[src/rtl/lgc_pkg.sv]
// Shared constants and types of the configurable logic cell.
package lgc_pkg;

    // ************************************************************
    // Register map and bus
    // ************************************************************
    localparam int LGC_ADDR_W = 8;                    // Byte address width
    localparam logic [7:0] LGC_OFF_CON = 8'h00;       // Control register
    localparam logic [7:0] LGC_OFF_SEL = 8'h10;       // Input select register
    localparam logic [7:0] LGC_OFF_GLS = 8'h20;       // Gate enable register
    localparam logic [7:0] LGC_BASE_MASK = 8'hF0;     // Register base bits

    // Alias operation in address bits 3:2
    localparam logic [1:0] LGC_OP_WRITE = 2'h0;
    localparam logic [1:0] LGC_OP_CLR = 2'h1;
    localparam logic [1:0] LGC_OP_SET = 2'h2;
    localparam logic [1:0] LGC_OP_INV = 2'h3;

    // Writable masks; other bits read zero, except control bit 6, which reads the output status
    localparam logic [31:0] LGC_CON_WMASK = 32'h000F_8CA7;
    localparam logic [31:0] LGC_SEL_WMASK = 32'h0000_7777;
    localparam logic [31:0] LGC_GLS_WMASK = 32'hFFFF_FFFF;
    localparam logic [31:0] LGC_RESET_VAL = 32'h0000_0000;

    // ************************************************************
    // Field positions
    // ************************************************************
    localparam int LGC_MODE_LSB = 0;
    localparam int LGC_OUTINV_BIT = 5;
    localparam int LGC_STATUS_BIT = 6;
    localparam int LGC_OE_BIT = 7;
    localparam int LGC_FALL_BIT = 10;
    localparam int LGC_RISE_BIT = 11;
    localparam int LGC_ON_BIT = 15;
    localparam int LGC_GPOL_LSB = 16;
    localparam int LGC_SEL1_LSB = 0;
    localparam int LGC_SEL2_LSB = 4;
    localparam int LGC_SEL3_LSB = 8;
    localparam int LGC_SEL4_LSB = 12;
    localparam int LGC_GATE_FIELD_W = 8;              // Enables per gate

    // ************************************************************
    // Types
    // ************************************************************
    typedef enum logic [2:0] {
        LGC_AND_OR, LGC_OR_XOR, LGC_AND4, LGC_SR_LATCH,
        LGC_DFF_SR, LGC_DFF2_R, LGC_JK_R, LGC_LATCH_SR
    } lgc_mode_t;

    typedef struct packed {
        logic [31:0] con;       // Control register storage
        logic [31:0] sel;       // Selector codes
        logic [31:0] gls;       // Gate source enables
        logic [2:0] sync_a;     // Pin A synchroniser
        logic [2:0] sync_b;     // Pin B synchroniser
        logic pin_a;            // Filtered pin A
        logic pin_b;            // Filtered pin B
        logic out;              // Cell output status
        logic irq;              // Interrupt request pulse
        logic [31:0] rdata;     // Read data
    } lgc_state_t;

    typedef struct packed {
        logic q;                // Stored bit of sequential modes
        logic clk_prev;         // Last value of the gate clock
    } lgc_fn_state_t;

endpackage

[src/rtl/lgc_cell.sv]
// Top of the configurable logic cell: registers, selectors and gates.
//
// Implementation choices: the register addresses and the address-and-strobe port.
`timescale 1ns/1ps
module lgc_cell
    import lgc_pkg::*;
#(
    parameter int CLK_IDX = 0,
    parameter int D_IDX = 1,
    parameter int RST_IDX = 2,
    parameter int D2_IDX = 3,
    parameter int SET_IDX = 3
) (
    input wire logic CLK_SYS,
    input wire logic SRST,
    // Register port
    input wire logic [LGC_ADDR_W-1:0] ADDR,
    input wire logic [31:0] WDATA,
    input wire logic WR,
    input wire logic RD,
    output logic [31:0] RDATA,
    // Pins, asynchronous to the system clock
    input wire logic PIN_IN_A,
    input wire logic PIN_IN_B,
    // On-chip sources for selectors 1 and 2, codes 1 to 7
    input wire logic [7:1] SEL1_SRC,
    input wire logic [7:1] SEL2_SRC,
    // Selector 3 sources
    input wire logic CMP2_OUT,
    input wire logic SPI_SDO,
    input wire logic UART_RX,
    input wire logic CAPTURE2_OUTPUT,
    input wire logic CAPTURE2_MATCH,
    input wire logic CAPTURE3_MATCH,
    // Selector 4 sources
    input wire logic SIBLING_OUT,
    input wire logic CAPTURE3_OUTPUT,
    input wire logic SPI_SDI,
    input wire logic CLOCK_CALENDAR_EVENT,
    input wire logic MULTI_CAPTURE1_MATCH,
    // Outputs
    output logic CELL_OUT,
    output logic PIN_OUT,
    output logic PIN_OUTPUT_ENABLE,
    output logic IRQ
);

    // ************************************************************
    // Declarations
    // ************************************************************
    lgc_state_t st_reg;        // All registered state except that of the function stage
    lgc_state_t st_next;       // Its next value
    logic [7:0] src1;          // Selector 1 candidates
    logic [7:0] src2;          // Selector 2 candidates
    logic [7:0] src3;          // Selector 3 candidates
    logic [7:0] src4;          // Selector 4 candidates
    logic [3:0] sel_out;       // True selector outputs
    logic [7:0] pair;          // True and inverted selector outputs
    logic [3:0] gate_raw;      // Gate outputs before polarity
    logic [3:0] gate;          // Gate outputs after polarity
    logic fn_out;              // Logic function result
    logic cell_on;             // Cell enable
    logic [1:0] op;            // Alias operation of this access
    logic [7:0] base;          // Register base of this access

    // Apply a plain write or a clear, set or invert alias
    function automatic logic [31:0] lgc_apply(
        input logic [31:0] old,
        input logic [31:0] wd,
        input logic [1:0] kind,
        input logic [31:0] wmask
    );
        logic [31:0] val;
        val = old;
        case (kind)
            LGC_OP_CLR: val = old & ~wd;
            LGC_OP_SET: val = old | wd;
            LGC_OP_INV: val = old ^ wd;
            default: val = wd;
        endcase
        // Unimplemented bits never store
        return val & wmask;
    endfunction

    // Pick one selector code from the select register
    function automatic logic [2:0] lgc_code(
        input logic [31:0] sel,
        input int lsb
    );
        return sel[lsb +: 3];
    endfunction

    // ************************************************************
    // Selectors and gates
    // ************************************************************
    assign cell_on = st_reg.con[LGC_ON_BIT];
    assign src1 = {SEL1_SRC, st_reg.pin_a};
    assign src2 = {SEL2_SRC, st_reg.pin_b};
    // Own output comes from the status flop, so no combinational loop
    assign src3 = {CAPTURE3_MATCH, CAPTURE2_MATCH, CAPTURE2_OUTPUT,
                   UART_RX, SPI_SDO, CMP2_OUT, st_reg.out,
                   st_reg.pin_a};
    // Code 100 is reserved and reads as a constant low
    assign src4 = {CAPTURE3_MATCH, MULTI_CAPTURE1_MATCH,
                   CLOCK_CALENDAR_EVENT, 1'b0, SPI_SDI,
                   CAPTURE3_OUTPUT, SIBLING_OUT,
                   st_reg.pin_b};

    assign sel_out[0] = src1[lgc_code(st_reg.sel, LGC_SEL1_LSB)];
    assign sel_out[1] = src2[lgc_code(st_reg.sel, LGC_SEL2_LSB)];
    assign sel_out[2] = src3[lgc_code(st_reg.sel, LGC_SEL3_LSB)];
    assign sel_out[3] = src4[lgc_code(st_reg.sel, LGC_SEL4_LSB)];

    // Even bit is the inverted copy, odd bit the true one
    genvar gi;
    generate
        for (gi = 0; gi < 4; gi++) begin : g_pair
            assign pair[2*gi] = ~sel_out[gi];
            assign pair[2*gi+1] = sel_out[gi];
        end
        for (gi = 0; gi < 4; gi++) begin : g_gate
            assign gate_raw[gi] = |(st_reg.gls[gi*LGC_GATE_FIELD_W +:
                LGC_GATE_FIELD_W] & pair);
            assign gate[gi] = gate_raw[gi] ^
                st_reg.con[LGC_GPOL_LSB + gi];
        end
    endgenerate

    // ************************************************************
    // Logic function
    // ************************************************************
    lgc_fn #(
        .CLK_IDX(CLK_IDX),
        .D_IDX(D_IDX),
        .RST_IDX(RST_IDX),
        .D2_IDX(D2_IDX),
        .SET_IDX(SET_IDX)
    ) u_fn (
        .clk(CLK_SYS),
        .srst(SRST),
        .enable(cell_on),
        .mode(st_reg.con[LGC_MODE_LSB +: 3]),
        .gate(gate),
        .fn_out(fn_out)
    );

    // ************************************************************
    // Next state
    // ************************************************************
    assign op = ADDR[3:2];
    assign base = ADDR & LGC_BASE_MASK;

    // Registers, synchronisers, output and interrupt pulse
    always_comb begin
        st_next = st_reg;
        // Three-stage pin synchroniser; only stage two feeds stage three
        st_next.sync_a = {st_reg.sync_a[1:0], PIN_IN_A};
        st_next.sync_b = {st_reg.sync_b[1:0], PIN_IN_B};
        // A change counts once the last two stages agree
        if (st_reg.sync_a[1] == st_reg.sync_a[2]) begin
            st_next.pin_a = st_reg.sync_a[2];
        end
        if (st_reg.sync_b[1] == st_reg.sync_b[2]) begin
            st_next.pin_b = st_reg.sync_b[2];
        end
        // Register writes through the base address or an alias
        if (WR) begin
            case (base)
                LGC_OFF_CON: begin
                    st_next.con = lgc_apply(st_reg.con, WDATA, op,
                                            LGC_CON_WMASK);
                end
                LGC_OFF_SEL: begin
                    st_next.sel = lgc_apply(st_reg.sel, WDATA, op,
                                            LGC_SEL_WMASK);
                end
                LGC_OFF_GLS: begin
                    st_next.gls = lgc_apply(st_reg.gls, WDATA, op,
                                            LGC_GLS_WMASK);
                end
                default: begin
                    // Unmapped writes are dropped
                end
            endcase
        end
        // Output after polarity, forced low while the cell is off
        if (cell_on) begin
            st_next.out = fn_out ^ st_reg.con[LGC_OUTINV_BIT];
        end else begin
            st_next.out = 1'b0;
        end
        // Edge pulses; with both enables set each edge still pulses
        st_next.irq = (st_reg.con[LGC_RISE_BIT] & ~st_reg.out &
                       st_next.out) |
                      (st_reg.con[LGC_FALL_BIT] & st_reg.out &
                       ~st_next.out);
        // Read data stand for one cycle only; aliases read the base
        st_next.rdata = LGC_RESET_VAL;
        if (RD) begin
            case (base)
                LGC_OFF_CON: begin
                    st_next.rdata = st_reg.con;
                    st_next.rdata[LGC_STATUS_BIT] = st_reg.out;
                end
                LGC_OFF_SEL: st_next.rdata = st_reg.sel;
                LGC_OFF_GLS: st_next.rdata = st_reg.gls;
                default: st_next.rdata = LGC_RESET_VAL;
            endcase
        end
    end

    // ************************************************************
    // State register
    // ************************************************************
    always_ff @(posedge CLK_SYS) begin
        if (SRST) begin
            st_reg <= '0;
        end else begin
            st_reg <= st_next;
        end
    end

    // ************************************************************
    // Outputs
    // ************************************************************
    assign RDATA = st_reg.rdata;
    assign CELL_OUT = st_reg.out;
    assign PIN_OUT = st_reg.out;
    // Disabled cell drops the enable too, so the pin is released
    assign PIN_OUTPUT_ENABLE = st_reg.con[LGC_OE_BIT] & cell_on;
    assign IRQ = st_reg.irq & cell_on;

endmodule

[src/rtl/lgc_fn.sv]
// Logic function stage of the configurable logic cell.
`timescale 1ns/1ps
module lgc_fn
    import lgc_pkg::*;
#(
    parameter int CLK_IDX = 0,   // Gate used as clock or latch enable
    parameter int D_IDX = 1,     // Gate used as data
    parameter int RST_IDX = 2,   // Gate used as reset
    parameter int D2_IDX = 3,    // Gate used as second data or K
    parameter int SET_IDX = 3    // Gate used as set
) (
    input wire logic clk,
    input wire logic srst,
    input wire logic enable,
    input wire logic [2:0] mode,
    input wire logic [3:0] gate,
    output logic fn_out
);

    // ************************************************************
    // State
    // ************************************************************
    lgc_fn_state_t st_reg;   // Registered state
    lgc_fn_state_t st_next;  // Next state
    logic clk_rise;          // Rising edge of the gate clock
    logic d;
    logic r;
    logic s;
    logic k;

    // Gate routing, sampled on the system clock
    assign d = gate[D_IDX];
    assign r = gate[RST_IDX];
    assign s = gate[SET_IDX];
    assign k = gate[D2_IDX];
    assign clk_rise = gate[CLK_IDX] & ~st_reg.clk_prev;

    // Function select and next stored value
    always_comb begin
        st_next = st_reg;
        st_next.clk_prev = gate[CLK_IDX];
        fn_out = 1'b0;
        case (lgc_mode_t'(mode))
            LGC_AND_OR: begin
                fn_out = (gate[0] & gate[1]) | (gate[2] & gate[3]);
            end
            LGC_OR_XOR: begin
                fn_out = (gate[0] | gate[1]) ^ (gate[2] | gate[3]);
            end
            LGC_AND4: begin
                fn_out = &gate;
            end
            LGC_SR_LATCH: begin
                // Reset dominates when both sides are active
                if (gate[2] | gate[3]) begin
                    st_next.q = 1'b0;
                end else if (gate[0] | gate[1]) begin
                    st_next.q = 1'b1;
                end
                fn_out = st_next.q;
            end
            LGC_DFF_SR: begin
                if (r) begin
                    st_next.q = 1'b0;
                end else if (s) begin
                    st_next.q = 1'b1;
                end else if (clk_rise) begin
                    st_next.q = d;
                end
                fn_out = st_next.q;
            end
            LGC_DFF2_R: begin
                if (r) begin
                    st_next.q = 1'b0;
                end else if (clk_rise) begin
                    st_next.q = d & k;
                end
                fn_out = st_next.q;
            end
            LGC_JK_R: begin
                if (r) begin
                    st_next.q = 1'b0;
                end else if (clk_rise) begin
                    case ({d, k})
                        2'h1: st_next.q = 1'b0;
                        2'h2: st_next.q = 1'b1;
                        2'h3: st_next.q = ~st_reg.q;
                        default: st_next.q = st_reg.q;
                    endcase
                end
                fn_out = st_next.q;
            end
            LGC_LATCH_SR: begin
                if (r) begin
                    st_next.q = 1'b0;
                end else if (s) begin
                    st_next.q = 1'b1;
                end else if (gate[CLK_IDX]) begin
                    st_next.q = d;
                end
                fn_out = st_next.q;
            end
            default: begin
                fn_out = 1'b0;
            end
        endcase
        // A disabled cell holds its stored bit at zero
        if (!enable) begin
            st_next.q = 1'b0;
        end
    end

    // State register
    always_ff @(posedge clk) begin
        if (srst) begin
            st_reg <= '0;
        end else begin
            st_reg <= st_next;
        end
    end

endmodule

[config.mk]
export PLATFORM = sky130hd
export DESIGN_NAME = lgc_cell
export DESIGN_NICKNAME = d
export VERILOG_FILES = /design/src/rtl/lgc_pkg.sv /design/src/rtl/lgc_cell.sv /design/src/rtl/lgc_fn.sv
export SDC_FILE = /design/constraint.sdc
export NUM_CORES = 1
export LEC_CHECK = 0
export BUFFER_PORTS_ARGS = -buffer_cell sky130_fd_sc_hd__buf_2
export CORE_UTILIZATION = 52
export CTS_CLUSTER_DIAMETER = 40
export CTS_CLUSTER_SIZE = 12
export DETAILED_ROUTE_END_ITERATION = 6
export PLACE_DENSITY = 0.73
export SLEW_MARGIN = 20
export SYNTH_ARGS = -nofsm -noshare
export SYNTH_HDL_FRONTEND = slang
export SYNTH_SLANG_ARGS = --single-unit
[constraint.sdc]
create_clock -name CLK_SYS -period 4.7 [get_ports CLK_SYS]
set_input_delay 0.94 -clock CLK_SYS [delete_from_list [all_inputs] [get_ports CLK_SYS]]
set_output_delay 0.94 -clock CLK_SYS [all_outputs]
set_load 0.02 [all_outputs]
# [Yosys cells after proc, flatten, opt, wreduce, memory -nomap -nowiden]
# Cells that the tools add are included.
[word_totals] regBits=100 input_bits=71 out_inout_bits=36
[classes] n_lt_le_gt_ge=4 eq_ne=17 n_mux=28 n_bitwise=44 n_reduce_logical=13
[ops] operator="$pmux W32 S3" count=2
[ops] operator="$pmux W20 S3" count=1
[ops] operator="$pmux W15 S3" count=1
[ops] operator="$and A32 B32 Y32" count=1
[ops] operator="$and A8 B8 Y8" count=4
[ops] operator="$not A32 Y32" count=1
[ops] operator="$or A32 B32 Y32" count=1
[ops] operator="$reduce_or A8 Y1" count=4
[ops] operator="$xor A32 B32 Y32" count=1
[ops] operator="$and A20 B20 Y20" count=1
[ops] operator="$or A20 B20 Y20" count=1
[ops] operator="$xor A20 B20 Y20" count=1
[ops] operator="$mux W1" count=17
[ops] operator="$lt A3 B4 Y1 const B" count=4
[ops] operator="$and A15 B15 Y15" count=1
[ops] operator="$or A15 B15 Y15" count=1
[ops] operator="$xor A15 B15 Y15" count=1
[ops] operator="$bmux W1 S3" count=4
[ops] operator="$eq A3 B3 Y1 const B" count=4
[ops] operator="$and A1 B1 Y1" count=10
[ops] operator="$not A1 Y1" count=10
[ops] operator="$eq A2 B2 Y1 const B" count=4
[ops] operator="$logic_not A8 Y1" count=1
[ops] operator="$pmux W1 S8" count=1
[ops] operator="15 further kinds" count=29

# [Depth between registers and ports, before layout]
# Gate-level depths: netlist of run 1.
[logic_depth] ltp_word=16 ltp_mapped=13 ltp_nobuf=12

# [Modules after synthesis]
# A second synthesis of run 1 with hierarchy kept.
[hier_totals] hier_cells=865 hier_area_um2=7483.4
[modules_own_cells] mod="lgc_cell" n_inst=1 cells_per_inst=830 area_per_inst_um2=7221.9 seq_area_each_um2=1961.9
[modules_own_cells] mod="lgc_fn" n_inst=1 cells_per_inst=35 area_per_inst_um2=261.5 seq_area_each_um2=40.0

# [Worst setup path before layout of run 1]
# OpenSTA, ideal clock, no wires.
[synth_timing] kind="input -> register" startpoint="in SEL2_SRC[1] (netlist bit)" endpoint="reg st_reg[32] (netlist bit)" t_arrival_ns=4.182 path_slack_ns=0.403 stages=12 cell_sequence="mux2i_1 mux4_2 mux2i_1 o211ai_1 or4_4 a22oi_2 a2111oi_1 or4_4 o31ai_2 a2111oi_1 a2111o_1 o21ba_1"
[synth_via] elab_chain_cells=16 elab_cells_between_ends=47
[synth_lines] element="from (decl)" line="lgc_cell.sv:27" rtl="input wire logic [7:1] SEL2_SRC,"
[synth_lines] element="$bmux W1 S3 (*)" line="lgc_cell.sv:110" rtl="assign sel_out[1] = src2[lgc_code(st_reg.sel, LGC_SEL2_LSB)];"
[synth_lines] element="$mux W1 (not written as such) (*)" line="lgc_cell.sv:110"
[synth_lines] element="$not A1 Y1" line="lgc_cell.sv:118" rtl="assign pair[2*gi] = ~sel_out[gi];"
[synth_lines] element="$and A8 B8 Y8" line="lgc_cell.sv:123" rtl="LGC_GATE_FIELD_W] & pair);"
[synth_lines] element="$reduce_or A8 Y1" line="lgc_cell.sv:122" rtl="assign gate_raw[gi] = |(st_reg.gls[gi*LGC_GATE_FIELD_W +:"
[synth_lines] element="$xor A1 B1 Y1" line="lgc_cell.sv:124" rtl="assign gate[gi] = gate_raw[gi] ^"
[synth_lines] element="$eq A2 B2 Y1, or another cell as far along" line="lgc_fn.sv:84" rtl="case ({d, k})"
[synth_lines] element="$pmux W1 S3 or $mux W1 (tied branches)" line="lgc_fn.sv:84, lgc_fn.sv:67"
[synth_lines] element="$mux W1, on equally long branches" line="lgc_fn.sv:83, lgc_fn.sv:65"
[synth_lines] element="$mux W1, on equally long branches" line="lgc_fn.sv:81, lgc_fn.sv:63"
[synth_lines] element="$pmux W1 S8 (*)" line="lgc_fn.sv:43" rtl="case (lgc_mode_t'(mode))"
[synth_lines] element="$xor A1 B1 Y1 (*)" line="lgc_cell.sv:188" rtl="st_next.out = fn_out ^ st_reg.con[LGC_OUTINV_BIT];"
[synth_lines] element="$mux W1 (*)" line="lgc_cell.sv:187" rtl="if (cell_on) begin"
[synth_lines] element="$not A1 Y1" line="lgc_cell.sv:196" rtl="~st_next.out);"
[synth_lines] element="$and A1 B1 Y1" line="lgc_cell.sv:195" rtl="(st_reg.con[LGC_FALL_BIT] & st_reg.out &"
[synth_lines] element="$or A1 B1 Y1 (*)" line="lgc_cell.sv:194" rtl="st_next.out) |"
[synth_lines] element="to (signal assigned)" line="lgc_cell.sv:219" rtl="st_reg <= st_next;"
[synth_lines] element="to (decl)" line="lgc_cell.sv:51" rtl="lgc_state_t st_reg;"
# Every way passes the cells marked *; elsewhere a longest branch is shown, timed or not. The select of a mux whose other input is x is not followed.
# A chain may end at the register's enable or synchronous reset.

# [Worst setup path in the final report of run 1]
# Same ends and word-level chain as after synthesis.

==> results of run 1 <==
==> where the power goes <==
part | internal [uW] | switching (uW) | total (uW)
Sequential | 857 | 13.9 | 871
Combinational | 114 | 162 | 276
Clock | 535 | 350 | 885
Total | 1510 | 526 | 2030
==> stage by stage <==
step / hold WS (ps) / util, % / area, um^2 / power [uW] / worst slack (ps)
2_1_floorplan: 414 / - / 7560 / 1080 / 403
3_3_place_gp: 425 / 56.8 / 7980 / 1160 / 84.0
3_5_place_dp: 428 / 56.8 / 7980 / 1160 / 32.8
4_1_cts: 445 / 59.3 / 8330 / 2040 / 396
5_1_grt: 465 / 59.3 / 8330 / 2110 / 219
6_report: 441 / 59.3 / 8330 / 2030 / 407
==> path summary, 6_finish.rpt <==
kind | start | endpoint | slack [ps] | depth (start not counted)
max | SEL2_SRC[1] | st_reg[32] | 410 | 14
min | st_next[40] | st_next[41] | 440 | 1
max reg2reg | st_reg[82] | st_reg[32] | 450 | 13
min reg2reg | st_next[40] | st_next[41] | 440 | 1
==> placed cells by master (no fill, tap or decap), types with 2 or more instances in the layout <==
master | netlist | routed
nor2_1 | 107 | 107
a21boi_1 | 2 | 2
inv_1 | 105 | 105
a2111oi_0 | 2 | 2
a222oi_1 | 6 | 6
o22ai_1 | 2 | 2
clkbuf_16 | 0 | 9
nor4b_2 | 0 | 2
ha_1 | 112 | 112
bufinv_16 | 0 | 3
mux2i_1 | 27 | 27
nor4_2 | 1 | 2
o211ai_1 | 26 | 26
nand4_1 | 2 | 2
nand2_1 | 86 | 86
and3_1 | 2 | 2
dfxtp_1 | 100 | 100
a2111oi_1 | 3 | 3
a21oi_1 | 77 | 77
nor3_1 | 3 | 3
buf_2 | 2 | 103
nor2b_1 | 9 | 9
or4_4 | 2 | 2
and2_1 | 19 | 19
a21o_1 | 2 | 2
a211oi_1 | 42 | 42
buf_4 | 33 | 18
o21ai_0 | 51 | 51
nor4_1 | 5 | 4
o31a_1 | 2 | 2
a22oi_1 | 13 | 13
nand3_1 | 8 | 8
mux4_2 | 16 | 16
==> area by class of cell <==
type                            instances  area, um^2
Clock buffer                           10         239
Sequential cell                       100        2000
Multi-Input combinational cell        647        4700
Tap cell                              180         225
Clock inverter                          6         111
Inverter                              106         398
Fill cell                            1274        5720
Timing Repair Buffer                  121         651
==> worst max-delay path: stages <==
cell and delay [ps]:
buf_2 80, mux2i_1 60, mux4_2 630, mux2i_1 200, o211ai_1 130, or4_4 560, a22oi_2 210, a2111oi_1 110
or4_4 550, nor4_2 280, buf_4 160, a2111oi_1 50, a2111o_1 390, o21ba_1 180
==> layer usage <==
layer	global-route usage, %	up-vias	share of wire [%]
met1	32.1	3054	44
met3	4.55	26	6.4
li1	-	3289	-
met4	9.30	0	2.0
met5	0	-	0
met2	41.9	209	47
==> kinds of logic after synthesis <==
| family | count (synthesis) | share of synthesized area, % |
|---|---|---|
| buffers and inverters | 198 | 11.6 |
| multiplexers | 44 | 8.49 |
| AND/OR/NAND/NOR | 251 | 14.5 |
| flip-flops | 100 | 26.5 |
| AO/OA/AOI/OAI | 238 | 20.1 |
| adder cells (fa/ha/maj) | 112 | 18.5 |
| XOR/XNOR | 2 | 0.232 |
==> flow_metrics.tcl, run 1 <==
set metrics [dict create \
    status "complete, no violations" \
    power_density_nw_per_um2 244 \
    dp_cells 1154 \
    synth_top_area_share_pct 26.5 \
    drtIter0Drc 478 \
    period_minus_slack_ps 4290 \
    insertedDiodeCount 0 \
    place_congestion 0.893 \
    area_growth_pct 10.1 \
    worst_setup_path_start_kind "input port" \
    post-cts-setup-buffers 0 \
    syn_nets 1128 \
    core-area_um2 14000 \
    firstDrtPassIters 6 \
    max_freq_ghz 0.233 \
    cts_buffer_depth 2 \
    vias_per_cell 5.62 \
    cts_tree "done" \
    wl_per_cell_um 15.1 \
    synth_area_um2 7560 \
    hold_buffers 0 \
    worstMarginPinSlew_ps 997 \
    avgSynthCellArea_um2 8.00 \
    fin_nets 1168 \
    clock-sinks 100 \
    required_ps 4950 \
    yosys_warnings 0 \
    grt_max_degree 85 \
    die_h_um 123 \
    track_usage_pct 25.1 \
    rows 43 \
    setup_tns_ps 0 \
    cts_root_buf "clkbuf_16" \
    floorplan.die.width_um 123 \
    critPathArrivalTime_ps 4550 \
    p_leak_uw 0.00365 \
    vdd_drop_max_uv 171 \
    period_share_pct 91.3 \
    slew_viol_final 0 \
    start_util_pct 53.8 \
    maxCapViolCount 0 \
    cts_resized 0 \
    grt_antenna_before_repair 0 \
    finalHoldViolCount 0 \
    insertion_delay_ps 360 \
    synthArstFlopShare_pct 0 \
    rsz0062_at_grt "no" \
    slew-limit-headroom_pct 33.4 \
    synth-seq-area-share_pct 26.5 \
    die_area_um2 15000 \
    worstSetupEndpointType "flop" \
    ys_ff_latch 100 \
    skew_ps 9.30 \
    synthFlopType "dfxtp_1" \
    synth-edff-count 0 \
    num_vias 6578 \
    hold_path_class "flop to flop" \
    synthDistinctLibCells 52 \
    yosysMostFrequentCell "ha_1" \
    drc_errors 0 \
    synth_common_cells "ha_1 (112), nor2_1 (107), inv_1 (105), dfxtp_1 (100), nand2_1 (86)" \
    cts_made_buffers 9 \
    synth.area.top_cells "dfxtp_1 (26%), ha_1 (19%), nor2_1 (5.3%)" \
    clk_pin_slew_ps 70 \
    largest_reg_flops 58 \
    setup_viol 0 \
    gr-total-overflow 0 \
    yosysTopAreaCell "dfxtp_1" \
    crit_type "input port to flop" \
    synthesis.instances 945 \
    numPortBuffers 104 \
    io_pins 107 \
    drive_gt1_share_pct 16.7 \
    hpwl_um 12200 \
    path_max_fanout 4 \
    ant_nets 0 \
    grt_pass1_vias 5960 \
    grt_pass1_wl_um 29300 \
    totalWireLength_um 17700 \
    cts-htree-levels 3 \
    stdcell_count 1170 \
]
Note: power is estimated with default switching activity, not from simulation.
==> run 2, diff against run 1 <==
- CORE_UTILIZATION: 52 -> 48
- PLACE_DENSITY: 0.73 -> 0.69
==> flow_metrics.tcl, run 2 (same netlist as run 1, synthesis figures left out) <==
set metrics [dict create \
    worstMarginPinSlew_ps 997 \
    rows 45 \
    vdd_drop_max_uv 167 \
    vias_per_cell 5.35 \
    numPortBuffers 104 \
    hpwl_um 12400 \
    p_leak_uw 0.00363 \
    slew-limit-headroom_pct 33.5 \
    largest_reg_flops 58 \
    hold_depth 1 \
    stdcell_count 1199 \
    num_vias 6410 \
    path_max_fanout 4 \
    grt_pass1_wl_um 28900 \
    max_freq_ghz 0.232 \
    firstDrtPassIters 4 \
    slew_viol_final 0 \
    die_area_um2 16300 \
    critPathArrivalTime_ps 4560 \
    cts_root_buf "clkbuf_16" \
    clk_pin_slew_ps 80 \
    fin_nets 1166 \
    pwr-share-comb_pct 14.5 \
    cts_resized 0 \
    insertion_delay_ps 360 \
    final_common_cell "ha_1" \
    core-area_um2 15300 \
    die_h_um 128 \
    worst_setup_path_start_kind "input port" \
    cts_made_buffers 9 \
    cts-htree-levels 3 \
    hold_buffers 0 \
    finalHoldViolCount 0 \
    r2r_cells 13 \
    cts_buffer_depth 2 \
    place_congestion 0.873 \
    crit_type "input port to flop" \
    required_ps 4950 \
    power.net_switching_uw 544 \
    ant_nets 0 \
    gr-total-overflow 0 \
    switching_share_pct 28.3 \
    setup_viol 0 \
    final_cell_mix "ha_1 (112), nor2_1 (107), inv_1 (105)" \
    p_int_uw 1380 \
    insertedDiodeCount 0 \
    period_share_pct 91.6 \
    grt_antenna_before_repair 0 \
    grt_max_degree 85 \
    totalWireLength_um 17800 \
    drc_errors 0 \
    clock-sinks 100 \
    power_density_nw_per_um2 230 \
    worstSetupEndpointType "flop" \
    clkPwrFrac_pct 40.1 \
    period_minus_slack_ps 4310 \
    dp_cells 1183 \
    rsz0062_at_grt "no" \
    cts_tree "done" \
    maxCapViolCount 0 \
    drive_gt1_share_pct 16.5 \
    status "complete, no violations" \
    floorplan.die.width_um 128 \
    total_power_uw 1920 \
    wl_per_cell_um 14.8 \
    post-cts-setup-buffers 0 \
    skew_ps 9.43 \
    hold_path_class "flop to flop" \
    grt_pass1_vias 5788 \
    setup_tns_ps 0 \
    seqPwrFrac_pct 45.4 \
    area_growth_pct 10.2 \
    io_pins 107 \
    start_util_pct 49.4 \
    track_usage_pct 22.6 \
    drtIter0Drc 489 \
]
run 2: area by class of cell:
class,count,area [um^2]
multi-input combinational,647,4700
tap,211,264
clock inverter,5,51.3
clock buffer,11,253
fill,1470,6990
inverter,106,398
timing repair buffer,119,661
sequential,100,2000
run 2: final timing paths:
check               from          end  slack, ps
max          SEL2_SRC[7]   st_reg[32]        390
min          st_next[40]  st_next[41]        450
max reg2reg   st_reg[78]   st_reg[32]        430
min reg2reg  st_next[40]  st_next[41]        450
run 2: layer usage:
metal / global-route usage, % / routed length (um)
met5: 0 / 0
met4: 5.60 / 204
met3: 3.31 / 737
met2: 37.1 / 8030
met1: 31.2 / 8810
run 2: metrics by stage:
| stage | hold WS [ps] | cell area, um^2 | setup slack, ps | utilization [%] |
|---|---|---|---|---|
| after floorplan | 414 | 7560 | 403 | - |
| after global placement | 417 | 8030 | 48.0 | 52.4 |
| after detailed placement | 427 | 8030 | 50.6 | 52.4 |
| after CTS | 445 | 8330 | 419 | 54.4 |
| after global routing | 477 | 8330 | 203 | 54.4 |
| final | 452 | 8330 | 394 | 54.4 |
run 2: power by group through the flow:
stage	Sequential [uW]	Combinational, uW	Clock (uW)
2_1_floorplan	884	197	0
3_3_place_gp	890	270	0
3_5_place_dp	891	277	0
4_1_cts	871	279	781
5_1_grt	873	318	815
6_report	871	278	770
run 2: worst max-delay path, stage by stage:
cell and delay [ps]:
buf_2 100, mux2i_1 60, mux4_2 630, mux2i_1 210
o211ai_1 130, or4_4 550, a22oi_2 200, a2111oi_1 110
or4_4 550, nor4_2 390, buf_4 180, a211oi_1 40
a2111o_1 290, o21ba_1 180
